## src/verilog/sleep_pkg.sv

```systemverilog
package sleep_pkg;

    // Register indices on the plain register port.
    localparam logic [2:0] ADDR_PIN_CHANGE = 3'h0;
    localparam logic [2:0] ADDR_INTCTL = 3'h1;
    localparam logic [2:0] ADDR_PIE_ONE = 3'h2;
    localparam logic [2:0] ADDR_PIE_TWO = 3'h3;
    localparam logic [2:0] ADDR_PIR_ONE = 3'h4;
    localparam logic [2:0] ADDR_PIR_TWO = 3'h5;
    localparam logic [2:0] ADDR_STATUS = 3'h6;

    // Reset value and the second-register enable/flag mask.
    localparam logic [7:0] RST_BYTE = 8'h00;
    localparam logic [7:0] PIE_TWO_MASK = 8'h01;

    // Interrupt control field positions.
    localparam int GLOBAL_EN_BIT = 7;
    localparam int PEIE_BIT = 6;
    localparam int INTE_BIT = 4;
    localparam int RBIE_BIT = 3;
    localparam int INTF_BIT = 1;
    localparam int RBIF_BIT = 0;

    // Status byte field positions.
    localparam int STAT_POWERDOWN_BIT = 0;
    localparam int STAT_TIMEOUT_BIT = 1;
    localparam int STAT_SLEEP_BIT = 2;

    // Peripheral flags that may wake the core from power-down:
    // conversion, receive, serial port, capture channel a, timer1.
    // The gate flag and the second timer need on-chip clocks.
    localparam logic [7:0] WAKE_PIR_ONE = 8'h6D;

    // Interrupt vector used after a wake with the global enable set.
    localparam logic [12:0] IRQ_VECTOR = 13'h0004;

    typedef struct packed {
        logic [7:0] pir_one;
        logic [7:0] pir_two;
        logic ext_pin;
        logic pin_change;
    } irq_events_t;

    typedef enum logic [2:0] {
        ST_RUN = 3'h1,
        ST_SLEEP = 3'h2,
        ST_WAKE = 3'h4
    } pwr_state_t;

endpackage

```

## src/verilog/sleep_wakeup_controller.sv

```systemverilog
`timescale 1ns/100ps
// How it works
// - Halt instruction enters power-down.
// - Entry clears watchdog, watchdog keeps counting.
// - Entry clears powerdown flag, sets timeout flag.
// - Main oscillator off, secondary oscillator untouched.
// - Ports hold pre-halt levels during power-down.
// - Watchdog reset never drives reset pin low.
// - External reset resets; others resume execution.
// - Powerdown flag and timeout flag both set at power-up.
// - Listed peripheral flags, plus the second-register flag, can wake.
// - Clocked first-register peripherals raise no flags asleep.
// - Halt prefetches instruction at PC plus one.
// - Individual enable wakes; global enable ignored.
// - Run next instruction, then vector if enabled.
// - Pending interrupt makes halt a no-operation.
// - Interrupt during halt: full halt, wake immediately.
// - Every wake clears the watchdog count.
module sleep_wakeup_controller
    import sleep_pkg::*;
#(
    parameter int PC_W = 13
)
(
    input wire logic i_sys_clk,
    input wire logic i_arst_n,
    input wire logic i_halt_op,
    input wire logic i_watchdog_clear_op,
    input wire logic i_watchdog_en,
    input wire logic i_watchdog_expire,
    input wire logic [PC_W-1:0] i_pc,
    input wire irq_events_t i_events,
    input wire logic [7:0] i_wake_capable,
    input wire logic [7:0] i_port_out,
    input wire logic [7:0] i_port_oe,
    input wire logic [2:0] i_addr,
    input wire logic [7:0] i_wdata,
    input wire logic i_wr,
    input wire logic i_rd,
    output logic [7:0] o_rdata,
    output logic o_sleeping,
    output logic o_main_osc_en,
    output logic o_secondary_osc_en,
    output logic o_core_stall,
    output logic o_watchdog_clear,
    output logic o_watchdog_reset,
    output logic o_reset_pin_oe,
    output logic o_reset_pin_out,
    output logic [PC_W-1:0] o_fetch_pc,
    output logic o_fetch_valid,
    output logic o_vector_take,
    output logic [PC_W-1:0] o_vector_pc,
    output logic [7:0] o_port_out,
    output logic [7:0] o_port_oe,
    output logic o_powerdown_flag,
    output logic o_timeout_flag
);

    pwr_state_t state_q;
    logic [7:0] pin_change_enable_q;
    logic [7:0] interrupt_control_q;
    logic [7:0] peripheral_irq_enable_one_q;
    logic [7:0] peripheral_irq_enable_two_q;
    logic [7:0] peripheral_irq_flags_one_q;
    logic [7:0] peripheral_irq_flags_two_q;
    logic powerdown_flag_q;
    logic timeout_flag_q;
    logic [7:0] port_out_q;
    logic [7:0] port_oe_q;
    logic [PC_W-1:0] fetch_pc_q;
    logic fetch_valid_q;
    logic vector_q;
    logic wd_clear_q;
    logic [7:0] rdata_q;
    logic pending;
    logic halt_take;
    logic halt_nop;
    logic wd_wake;
    logic [7:0] live_one;
    logic [7:0] live_two;

    // Flags may only rise asleep from sources that keep running there.
    function automatic logic [7:0] gate_sleep(input logic [7:0] ev,
                                              input logic [7:0] ok,
                                              input logic asleep);
        gate_sleep = asleep ? (ev & ok) : ev;
    endfunction

    // Any flag whose individual enable is set; the global enable is not
    // part of the term, so wake does not depend on it.
    always_comb
    begin
        live_one = gate_sleep(i_events.pir_one,
                              i_wake_capable & WAKE_PIR_ONE,
                              state_q == ST_SLEEP);
        live_two = i_events.pir_two & PIE_TWO_MASK;
        pending = |(peripheral_irq_flags_one_q & peripheral_irq_enable_one_q)
            | |(peripheral_irq_flags_two_q & peripheral_irq_enable_two_q)
            | (interrupt_control_q[INTF_BIT] & interrupt_control_q[INTE_BIT])
            | (interrupt_control_q[RBIF_BIT]
               & interrupt_control_q[RBIE_BIT]);
        halt_take = (state_q == ST_RUN) && i_halt_op && !pending;
        halt_nop = (state_q == ST_RUN) && i_halt_op && pending;
        wd_wake = (state_q == ST_SLEEP) && i_watchdog_en
            && i_watchdog_expire;
    end

    // Power state. A wake lasts one cycle in ST_WAKE so the prefetched
    // instruction runs before any vector is taken.
    always_ff @(posedge i_sys_clk or negedge i_arst_n)
    begin
        if (!i_arst_n)
            state_q <= ST_RUN;
        else
        begin
            case (state_q)
                ST_RUN:
                    if (halt_take)
                        state_q <= ST_SLEEP;
                ST_SLEEP:
                    if (pending || wd_wake)
                        state_q <= ST_WAKE;
                ST_WAKE:
                    state_q <= ST_RUN;
                default:
                    state_q <= ST_RUN;
            endcase
        end
    end

    // Status flags: power-up sets powerdown; a real halt clears it and
    // sets timeout; a watchdog wake clears timeout. A halt taken as a
    // no-operation touches neither.
    always_ff @(posedge i_sys_clk or negedge i_arst_n)
    begin
        if (!i_arst_n)
        begin
            powerdown_flag_q <= 1'b1;
            timeout_flag_q <= 1'b1;
        end
        else if (halt_take)
        begin
            powerdown_flag_q <= 1'b0;
            timeout_flag_q <= 1'b1;
        end
        else if (wd_wake)
            timeout_flag_q <= 1'b0;
        else if (i_watchdog_clear_op && state_q == ST_RUN)
        begin
            powerdown_flag_q <= 1'b1;
            timeout_flag_q <= 1'b1;
        end
    end

    // Watchdog clear pulse on real entry, on every wake and on the
    // clear instruction; the watchdog itself keeps counting asleep.
    always_ff @(posedge i_sys_clk or negedge i_arst_n)
    begin
        if (!i_arst_n)
            wd_clear_q <= 1'b0;
        else
            wd_clear_q <= halt_take
                || (state_q == ST_SLEEP && (pending || wd_wake))
                || (i_watchdog_clear_op && state_q == ST_RUN && !halt_nop);
    end

    // Port levels captured at the halt and held while asleep.
    always_ff @(posedge i_sys_clk or negedge i_arst_n)
    begin
        if (!i_arst_n)
        begin
            port_out_q <= RST_BYTE;
            port_oe_q <= RST_BYTE;
        end
        else if (state_q == ST_RUN && !halt_take)
        begin
            port_out_q <= i_port_out;
            port_oe_q <= i_port_oe;
        end
        else if (halt_take)
        begin
            port_out_q <= i_port_out;
            port_oe_q <= i_port_oe;
        end
    end

    // Prefetch of the instruction after the halt, and the vector
    // request one cycle after the wake when the global enable is set.
    always_ff @(posedge i_sys_clk or negedge i_arst_n)
    begin
        if (!i_arst_n)
        begin
            fetch_pc_q <= '0;
            fetch_valid_q <= 1'b0;
            vector_q <= 1'b0;
        end
        else
        begin
            fetch_valid_q <= halt_take;
            if (halt_take)
                fetch_pc_q <= i_pc + PC_W'(1);
            vector_q <= (state_q == ST_WAKE)
                && interrupt_control_q[GLOBAL_EN_BIT] && pending;
        end
    end

    // Software registers. Hardware setting a flag wins over a clear
    // written in the same cycle.
    always_ff @(posedge i_sys_clk or negedge i_arst_n)
    begin
        if (!i_arst_n)
        begin
            pin_change_enable_q <= RST_BYTE;
            interrupt_control_q <= RST_BYTE;
            peripheral_irq_enable_one_q <= RST_BYTE;
            peripheral_irq_enable_two_q <= RST_BYTE;
            peripheral_irq_flags_one_q <= RST_BYTE;
            peripheral_irq_flags_two_q <= RST_BYTE;
        end
        else
        begin
            if (i_wr)
            begin
                case (i_addr)
                    ADDR_PIN_CHANGE: pin_change_enable_q <= i_wdata;
                    ADDR_INTCTL: interrupt_control_q <= i_wdata;
                    ADDR_PIE_ONE: peripheral_irq_enable_one_q <= i_wdata;
                    ADDR_PIE_TWO:
                        peripheral_irq_enable_two_q <= i_wdata & PIE_TWO_MASK;
                    ADDR_PIR_ONE: peripheral_irq_flags_one_q <= i_wdata;
                    ADDR_PIR_TWO:
                        peripheral_irq_flags_two_q <= i_wdata & PIE_TWO_MASK;
                    default: ;
                endcase
            end
            if (i_events.ext_pin)
                interrupt_control_q[INTF_BIT] <= 1'b1;
            if (i_events.pin_change)
                interrupt_control_q[RBIF_BIT] <= 1'b1;
            peripheral_irq_flags_one_q <= ((i_wr && i_addr == ADDR_PIR_ONE)
                ? i_wdata : peripheral_irq_flags_one_q) | live_one;
            peripheral_irq_flags_two_q <= ((i_wr && i_addr == ADDR_PIR_TWO)
                ? (i_wdata & PIE_TWO_MASK) : peripheral_irq_flags_two_q)
                | live_two;
        end
    end

    // Read data one cycle after the strobe; unmapped addresses read 0.
    always_ff @(posedge i_sys_clk or negedge i_arst_n)
    begin
        if (!i_arst_n)
            rdata_q <= RST_BYTE;
        else if (i_rd)
        begin
            case (i_addr)
                ADDR_PIN_CHANGE: rdata_q <= pin_change_enable_q;
                ADDR_INTCTL: rdata_q <= interrupt_control_q;
                ADDR_PIE_ONE: rdata_q <= peripheral_irq_enable_one_q;
                ADDR_PIE_TWO: rdata_q <= peripheral_irq_enable_two_q;
                ADDR_PIR_ONE: rdata_q <= peripheral_irq_flags_one_q;
                ADDR_PIR_TWO: rdata_q <= peripheral_irq_flags_two_q;
                ADDR_STATUS:
                    rdata_q <= {5'h00, state_q == ST_SLEEP,
                                timeout_flag_q, powerdown_flag_q};
                default: rdata_q <= RST_BYTE;
            endcase
        end
        else
            rdata_q <= RST_BYTE;
    end

    // Outputs. The watchdog reset goes to the core only; the reset pin
    // is never driven, so an expiry cannot pull it low.
    assign o_rdata = rdata_q;
    assign o_sleeping = state_q == ST_SLEEP;
    assign o_main_osc_en = state_q != ST_SLEEP;
    assign o_secondary_osc_en = 1'b1;
    assign o_core_stall = state_q == ST_SLEEP;
    assign o_watchdog_clear = wd_clear_q;
    assign o_watchdog_reset = i_watchdog_en && i_watchdog_expire
        && state_q != ST_SLEEP;
    assign o_reset_pin_oe = 1'b0;
    assign o_reset_pin_out = 1'b0;
    assign o_fetch_pc = fetch_pc_q;
    assign o_fetch_valid = fetch_valid_q;
    assign o_vector_take = vector_q;
    assign o_vector_pc = IRQ_VECTOR[PC_W-1:0];
    assign o_port_out = port_out_q;
    assign o_port_oe = port_oe_q;
    assign o_powerdown_flag = powerdown_flag_q;
    assign o_timeout_flag = timeout_flag_q;

    property p_enter;
        @(posedge i_sys_clk) disable iff (!i_arst_n)
        halt_take |=> (state_q == ST_SLEEP) && !powerdown_flag_q
            && timeout_flag_q && wd_clear_q;
    endproperty
    a_enter: assert property (p_enter) else $error("bad entry");

    property p_nop;
        @(posedge i_sys_clk) disable iff (!i_arst_n)
        halt_nop |=> $stable(powerdown_flag_q) && state_q == ST_RUN;
    endproperty
    a_nop: assert property (p_nop) else $error("halt not a nop");

    property p_osc;
        @(posedge i_sys_clk) disable iff (!i_arst_n)
        o_sleeping |-> !o_main_osc_en && o_secondary_osc_en;
    endproperty
    a_osc: assert property (p_osc) else $error("oscillator wrong");

    property p_ports;
        @(posedge i_sys_clk) disable iff (!i_arst_n)
        o_sleeping && $past(o_sleeping) |-> $stable(o_port_out)
            && $stable(o_port_oe);
    endproperty
    a_ports: assert property (p_ports) else $error("ports moved");

    property p_pin;
        @(posedge i_sys_clk) disable iff (!i_arst_n)
        i_watchdog_expire |-> !o_reset_pin_oe;
    endproperty
    a_pin: assert property (p_pin) else $error("reset pin driven");

    property p_wake;
        @(posedge i_sys_clk) disable iff (!i_arst_n)
        (state_q == ST_SLEEP) && pending |=> state_q == ST_WAKE
            ##1 state_q == ST_RUN;
    endproperty
    a_wake: assert property (p_wake) else $error("no wake");

    property p_wdwake;
        @(posedge i_sys_clk) disable iff (!i_arst_n)
        wd_wake |=> !timeout_flag_q && wd_clear_q;
    endproperty
    a_wdwake: assert property (p_wdwake) else $error("wd wake");

    property p_prefetch;
        @(posedge i_sys_clk) disable iff (!i_arst_n)
        halt_take |=> o_fetch_valid && o_fetch_pc == $past(i_pc) + 1'b1;
    endproperty
    a_prefetch: assert property (p_prefetch) else $error("prefetch");

    property p_stay;
        @(posedge i_sys_clk) disable iff (!i_arst_n)
        (state_q == ST_SLEEP) && !pending && !wd_wake |=> o_core_stall;
    endproperty
    a_stay: assert property (p_stay) else $error("left sleep");

endmodule

```

## config.mk

```make
export PLATFORM = sky130hd
export DESIGN_NAME = sleep_wakeup_controller
export DESIGN_NICKNAME = d
export VERILOG_FILES = /design/src/verilog/sleep_pkg.sv /design/src/verilog/sleep_wakeup_controller.sv
export SDC_FILE = /design/constraint.sdc
export NUM_CORES = 1
export LEC_CHECK = 0
export BUFFER_PORTS_ARGS = -buffer_cell sky130_fd_sc_hd__buf_2
export CAP_MARGIN = 25
export CORE_MARGIN = 1.5
export CORE_UTILIZATION = 53
export DETAILED_ROUTE_END_ITERATION = 10
export GPL_TIMING_DRIVEN = 0
export PLACE_DENSITY_LB_ADDON = 0.1
export SYNTH_ARGS = -nofsm -noshare
export SYNTH_HDL_FRONTEND = slang
export SYNTH_SLANG_ARGS = --single-unit
```

## constraint.sdc

```tcl
create_clock -name i_sys_clk -period 4.65 [get_ports i_sys_clk]
set_input_delay 0.2325 -clock i_sys_clk [delete_from_list [all_inputs] [get_ports i_sys_clk]]
set_output_delay 0.2325 -clock i_sys_clk [all_outputs]
set_load 0.005 [all_outputs]
```

==> run_results.csv, run 1 <==
group,metric,value,unit
pwr,switchingPower,0.479,mW
job,maxCapViolations,0,
worst_setup_path,r2r-end,"o_fetch_pc[8]",
sta,worstMarginPinSlew,0.719,ns
pwr,p_per_area,379,nW/um^2
routing,wl,8190,um
synthesis,ys_types,49,
pwr,irDropWorstVdd,0.000251,V
sta,fin_crit,2.30,ns
pwr,netSwitchingFraction,0.267,
place,port_buffers,106,
worst_hold_path,holdPathStages,2,
synthesis,syn_area,3770,um^2
routing,vias_per_cell,5.18,
die,design.core.area,6830,um^2
place,gp_congestion,0.824,
worst_setup_path,critPathBufInv,3,
layout,syn2layout_area_growth,25.7,%
sta,fin_skew,0.0119,ns
global_route,grt_pass1_wl,12900,um
synthesis,ys.flop_type,"dfrtp_1",
die,fp-row-count,30,
layout,nets,526,
layout,multi_input_area,1610,um^2
sta,period_share,0.495,
synthesis,syn_avg_cell_area,11.8,um^2
pwr,internal-power,1.32,mW
sta,fmax,0.435,GHz
synthesis,async_flop_share,1.00,
place,placed_area,4500,um^2
layout,n_antenna_cell,0,
pwr,combPwrFrac,0.195,
die,die_w,87.3,um
clock_network,cts_tree,"built",
sta,relSlewSlack,0.520,
layout,utilization,0.693,
worst_setup_path,worstSetupPathType,"reg -> out",
clock_network,clk_path_buf_depth,2,
sta,finalSetupViolCount,0,
synthesis,synthCells,318,
worst_setup_path,slowest_delay,0.60,ns
worst_hold_path,hold_class,"in -> reg",
place,hpwl,6070,um
pwr,p_seq_frac,0.483,
worst_hold_path,min_from,"i_events[2]",
die,initial_core_util,0.551,
worst_setup_path,crit_path_cell_trace,"nor3b_1 > inv_1 > clkbuf_1 > buf_2",
routing,vias,2861,
routing,initialDrtViolationCount,152,
global_route,grt_max_degree,48,
pwr,total_power,1.80,mW
sta,slew_viol_final,0,
clock_network,clock_latency,0.36,ns
clock_network,clock-sinks,79,
global_route,grt_pass1_vias,2612,
die,die-area,7620,um^2
worst_hold_path,holdPathEnd,"peripheral_irq_flags_two_q[0]",
worst_setup_path,crit_path_start_kind,"flip-flop",
routing,avgRoutedWirePerCell,14.8,um
worst_setup_path,cp_slowest_cell,"nor3b_1",
sta,hold_viol,0,
worst_setup_path,required,4.42,ns
worst_setup_path,worstSetupStartpoint,"state_q[2]",
layout,fillers,571,
sta,worst_slack,2.35,ns
worst_setup_path,path_delay_family,"buffers and inverters",
routing,drt_pass1_iterations,4,
die,io_pins,136,
layout,ff_latch_area,1980,um^2
clock_network,clk_pin_slew,0.09,ns
worst_setup_path,rrSetupSlack,2.54,ns
clock_network,post-cts-setup-buffers,0,
layout,drive_gt1_frac,0.452,
worst_setup_path,reg2reg_depth,5,
worst_setup_path,r2r_start,"peripheral_irq_flags_one_q[5]",
routing,drcViolationCount,0,
clock_network,cts_root_buffer,"clkbuf_8",
synthesis,yosysWarnings,0,
routing,ant_nets,0,
worst_setup_path,endpoint_kind,"primary output",
synthesis,synth_edf_count,0,
global_route,track_usage,0.226,
sta,setup_tns,0,ns
worst_setup_path,crit_fanout,10,
layout,final_area,4740,um^2
pwr,pwr-share-clk,0.322,
clock_network,cts_buffers,9,
synthesis,ys_seq_area_frac,0.526,
global_route,grt_antenna_before_repair,0,
clock_network,h-tree-depth,3,
synthesis,ys_seq_elements,79,
status,status,"finished clean",
worst_setup_path,worstPathArrival,2.07,ns
pwr,p_leak,2.31,nW
global_route,overflow,0,
sta,rsz0062_at_grt,"false",
place,placement.setup.worst_slack,2.54,ns
die,dieHeight,87.3,um
metal layers:
| layer | wire length (um) | up-vias | GRT usage |
|---|---|---|---|
| met5 | 0 | - | 0 |
| met4 | 206 | 0 | 0.108 |
| met3 | 497 | 20 | 0.0427 |
| met2 | 3790 | 107 | 0.338 |
| met1 | 3700 | 1381 | 0.317 |
| li1 | - | 1353 | - |
power by group through the flow:
stage | sequential [mW] | combinational, mW | clock (mW)
global route | 0.882 | 0.387 | 0.617
global placement | 0.874 | 0.340 | 0
floorplan | 0.876 | 0.193 | 0
CTS | 0.867 | 0.354 | 0.584
detailed placement | 0.880 | 0.351 | 0
finish | 0.867 | 0.350 | 0.578
worst max-delay path by stage:
stage | to | slack (ns) | cells past startpoint
final | o_main_osc_en | 2.35 | 4
after detailed placement | o_fetch_pc[8] | 2.54 | 5
after CTS | o_main_osc_en | 2.32 | 4
after global routing | o_main_osc_en | 2.19 | 4
after global placement | o_fetch_pc[8] | 2.53 | 5
after floorplan | o_fetch_pc[10] | 2.79 | 5
final cells by class:
type	count	area share
clock buffers	9	0.0262
plain buffers	32	0.0428
repair buffers	108	0.120
multi-input cells	215	0.341
flip-flops and latches	79	0.418
clock inverters	7	0.0217
inverters	6	0.00476
well taps	96	0.0254
per-stage QoR:
step	hold slack [ns]	std cells
after global placement	0.419	534
after detailed placement	0.205	535
after floorplan	-0.0631	332
after CTS	0.0568	552
final	0.0609	552
after global routing	0.0687	552
Yosys cell counts (2+ instances only):
master / instances / area share
nand3b_1: 3 / 0.0060
nand2_1: 31 / 0.031
dfstp_2: 3 / 0.021
conb_1: 2 / 0.0020
nor2_1: 11 / 0.011
and2_1: 6 / 0.010
mux2_4: 4 / 0.016
nand3_1: 15 / 0.020
a31oi_1: 2 / 0.0033
nor2b_1: 6 / 0.010
o21ai_0: 7 / 0.0093
inv_1: 6 / 0.0060
a211o_1: 2 / 0.0047
o22ai_1: 5 / 0.0083
nand4_1: 2 / 0.0033
xor2_1: 7 / 0.016
nor3b_1: 2 / 0.0040
clkbuf_1: 6 / 0.0060
dfrtp_1: 76 / 0.50
nor4_1: 2 / 0.0033
a2bb2oi_1: 4 / 0.0093
a22oi_1: 5 / 0.010
a21oi_1: 3 / 0.0040
mux2_2: 47 / 0.14
buf_2: 6 / 0.0080
buf_4: 17 / 0.034
mux2i_1: 9 / 0.024
mux4_2: 2 / 0.012
buf_1: 2 / 0.0020
nor3_1: 3 / 0.0040
xnor2_1: 4 / 0.0093
cell families (layout without fill, tap and decap cells):
| logic type | count (synthesis) | in the layout | synth area share |
|---|---|---|---|
| simple gates | 90 | 90 | 0.127 |
| flops | 79 | 79 | 0.526 |
| mux | 62 | 62 | 0.192 |
| buf+inv | 38 | 162 | 0.0598 |
| compound gates | 35 | 35 | 0.0645 |
| xor+xnor | 11 | 11 | 0.0256 |
| other cells | 2 | 16 | 0.00199 |
| fa+ha+maj | 1 | 1 | 0.00332 |
cell usage in the layout, fill, tap and decap left out, drive strengths merged, types with 2 or more instances in the layout:
cell type	count
buf	133
dfrtp	76
mux2	51
nand2	31
conb	16
nand3	16
clkbuf	15
nor2	11
mux2i	9
inv	9
o21ai	7
xor2	7
and2	6
nor2b	6
o22ai	5
a22oi	5
a2bb2oi	4
xnor2	4
nor3	4
nand3b	3
a21oi	3
dfstp	3
nor3b	3
mux4	2
a31oi	2
nor4	2
nand4	2
a211o	2
bufinv	2
sequential cells by signal, indices dropped and copies added (netlist names):
signal	count
interrupt_control_q	8
o_fetch_pc	13
o_fetch_valid	1
o_port_oe	8
o_port_out	8
o_powerdown_flag	1
o_rdata	8
o_timeout_flag	1
o_vector_take	1
o_watchdog_clear	1
peripheral_irq_enable_one_q	8
peripheral_irq_enable_two_q	1
peripheral_irq_flags_one_q	8
peripheral_irq_flags_two_q	1
pin_change_enable_q	8
state_q	3
timing repair:
item	4_1_cts	5_1_grt
hold buffers	1	0
resized for setup	0	0
endpoints found under the hold margin	30	0
No activity file was read; power rests on OpenSTA's default activity.
==> inputs of run 2 (changes only) <==
--- a/config.mk
+++ b/config.mk
@@ -5,10 +5,11 @@
 export SDC_FILE = /design/constraint.sdc
 export NUM_CORES = 1
 export LEC_CHECK = 0
+export ABC_AREA = 1
 export BUFFER_PORTS_ARGS = -buffer_cell sky130_fd_sc_hd__buf_2
 export CAP_MARGIN = 25
 export CORE_MARGIN = 1.5
-export CORE_UTILIZATION = 53
+export CORE_UTILIZATION = 45
 export DETAILED_ROUTE_END_ITERATION = 10
 export GPL_TIMING_DRIVEN = 0
 export PLACE_DENSITY_LB_ADDON = 0.1
==> constraint.sdc (replaced) <==
create_clock -name i_sys_clk -period 2.1 [get_ports i_sys_clk]
set_input_delay 0.105 -clock i_sys_clk [delete_from_list [all_inputs] [get_ports i_sys_clk]]
set_output_delay 0.105 -clock i_sys_clk [all_outputs]
set_load 0.005 [all_outputs]
==> run_results.csv, run 2 <==
group,metric,value,unit
layout,n_antenna_cell,0,
die,dieHeight,96.4,um
routing,wl_met2,4910,um
global_route,grt_pass1_vias,3385,
layout,multi_input_area,1640,um^2
sta,worst_slack,0.316,ns
clock_network,h-tree-depth,3,
die,design.core.area,8340,um^2
sta,finalSetupViolCount,0,
pwr,p_leak,2.88,nW
worst_hold_path,hold_class,"in -> reg",
worst_setup_path,worstSetupPathType,"reg -> out",
global_route,grt_antenna_before_repair,0,
routing,wl,9860,um
synthesis,syn_avg_cell_area,7.85,um^2
sta,hold_viol,0,
synthesis,ys_seq_elements,79,
clock_network,clk_pin_slew,0.08,ns
place,gp_congestion,0.793,
synthesis,ys_types,29,
layout,fillers,794,
sta,fin_crit,1.78,ns
sta,period_share,0.850,
status,status,"finished clean",
pwr,total_power,4.39,mW
routing,initialDrtViolationCount,149,
worst_setup_path,worstPathArrival,1.68,ns
worst_setup_path,required,2.00,ns
layout,layout_common_cells,"nand2_1 (207), buf_2 (111), dfrtp_1 (76)",
routing,drcViolationCount,0,
die,die-area,9290,um^2
worst_setup_path,endpoint_kind,"primary output",
routing,vias_per_cell,4.82,
clock_network,clock_latency,0.35,ns
place,dpl.cell_count,727,
sta,setup_tns,0,ns
layout,largest_reg_flops,13,
routing,vias,3699,
global_route,grt_pass1_wl,16000,um
sta,slew_viol_final,0,
layout,layout_commonest_cell,"nand2_1",
die,io_pins,136,
synthesis,synthTopCellsByCount,"nand2_1 (207), dfrtp_1 (76), inv_1 (41)",
clock_network,cts_buffers,9,
layout,utilization,0.616,
synthesis,yosys.area.top_type_share,0.484,
pwr,p_per_area,855,nW/um^2
layout,syn2layout_area_growth,30.9,%
clock_network,clk_path_buf_depth,2,
clock_network,cts_root_buffer,"clkbuf_8",
layout,drive_gt1_frac,0.260,
routing,routed.top_layer,"met4",
place,port_buffers,107,
place,placement.setup.worst_slack,0.400,ns
die,die_w,96.4,um
place,hpwl,7020,um
sta,rsz0062_at_grt,"false",
layout,nets,732,
global_route,overflow,0,
die,initial_core_util,0.471,
synthesis,ys.flop_type,"dfrtp_1",
clock_network,clock-sinks,79,
sta,fmax,0.560,GHz
job,maxCapViolations,0,
synthesis,yosys.area.top_type,"dfrtp_1",
synthesis,synth_edf_count,0,
clock_network,cts_tree,"built",
global_route,grt_max_degree,66,
sta,fin_skew,0.00657,ns
routing,wl_met1,4230,um
layout,final_area,5140,um^2
layout,ff_latch_area,1980,um^2
synthesis,syn_area,3930,um^2
layout,instances_no_fill,767,
sta,holdWs,0.00361,ns
synthesis,yosysMostFrequentCell,"nand2_1",
pwr,irDropWorstVdd,0.000441,V
die,fp-row-count,33,
place,placed_area,4680,um^2
routing,drt_pass1_iterations,4,
synthesis,async_flop_share,1.00,
synthesis,ys_top_cells_by_area,"dfrtp_1 (48%), nand2_1 (20%), inv_1 (3.9%), o21ai_0 (3.8%), nor2_1 (3.5%)",
global_route,track_usage,0.227,
routing,route.met3.wl,542,um
synthesis,synthCells,500,
worst_setup_path,crit_fanout,10,
worst_setup_path,crit_path_start_kind,"flip-flop",
synthesis,yosysWarnings,0,
routing,ant_nets,0,
routing,avgRoutedWirePerCell,12.9,um
synthesis,ys_seq_area_frac,0.504,
-- run 2: report_power, final --
part           switching, mW  internal [mW]
Clock                  0.557          0.703
Sequential             0.185           1.86
Combinational          0.616          0.476
Total                   1.36           3.03
-- run 2: final timing paths --
kind	endpoint	slack [ns]	cells after the start	startpoint
setup reg to reg	o_fetch_pc[3]	0.43	7	peripheral_irq_enable_two_q[0]
hold reg to reg	o_fetch_pc[7]	0.47	2	o_fetch_pc[7]
hold / removal	peripheral_irq_flags_one_q[5]	0.004	3	i_events[15]
max in group asynchronous	o_timeout_flag	1.32	3	i_arst_n
setup / recovery	o_watchdog_reset	0.32	6	state_q[0]
min in group asynchronous	o_rdata[6]	0.15	2	i_arst_n
-- run 2: routing by layer --
layer  track usage  vias up
met5             0        -
met4        0.0773        0
met3        0.0438       16
met2         0.387      114
met1         0.290     1713
li1              -     1856
-- run 2: what timing repair did --
action,in CTS,in global routing
hold endpoints to repair,99,0
hold buffers,24,0
setup endpoints to repair,0,2
buffers inserted,0,0
gates resized for setup,0,2
-- run 2: critical path, stage by stage, from the launching register on --
cell	delay, ns
dfstp_2	0.55
inv_1	0.05
nand2_1	0.15
clkbuf_2	0.33
nand2_1	0.08
inv_1	0.06
buf_2	0.11
-- run 2: cell type report --
class,count,share of cell area
Sequential cell,79,0.385
Multi-Input combinational cell,364,0.319
Timing Repair Buffer,132,0.157
Buffer,28,0.0380
Inverter,43,0.0319
Clock buffer,11,0.0275
Tap cell,105,0.0256
Clock inverter,5,0.0158
-- run 2: cell families after synthesis --
kind of cell	count (synthesis)	synth area share
AOI/OAI and AO/OA	52	0.0797
adders and majority gates	1	0.00319
xor gates and xnor gates	3	0.00669
and+or+nand+nor	292	0.313
other	2	0.00191
buffers and inverters	71	0.0911
DFF	79	0.504
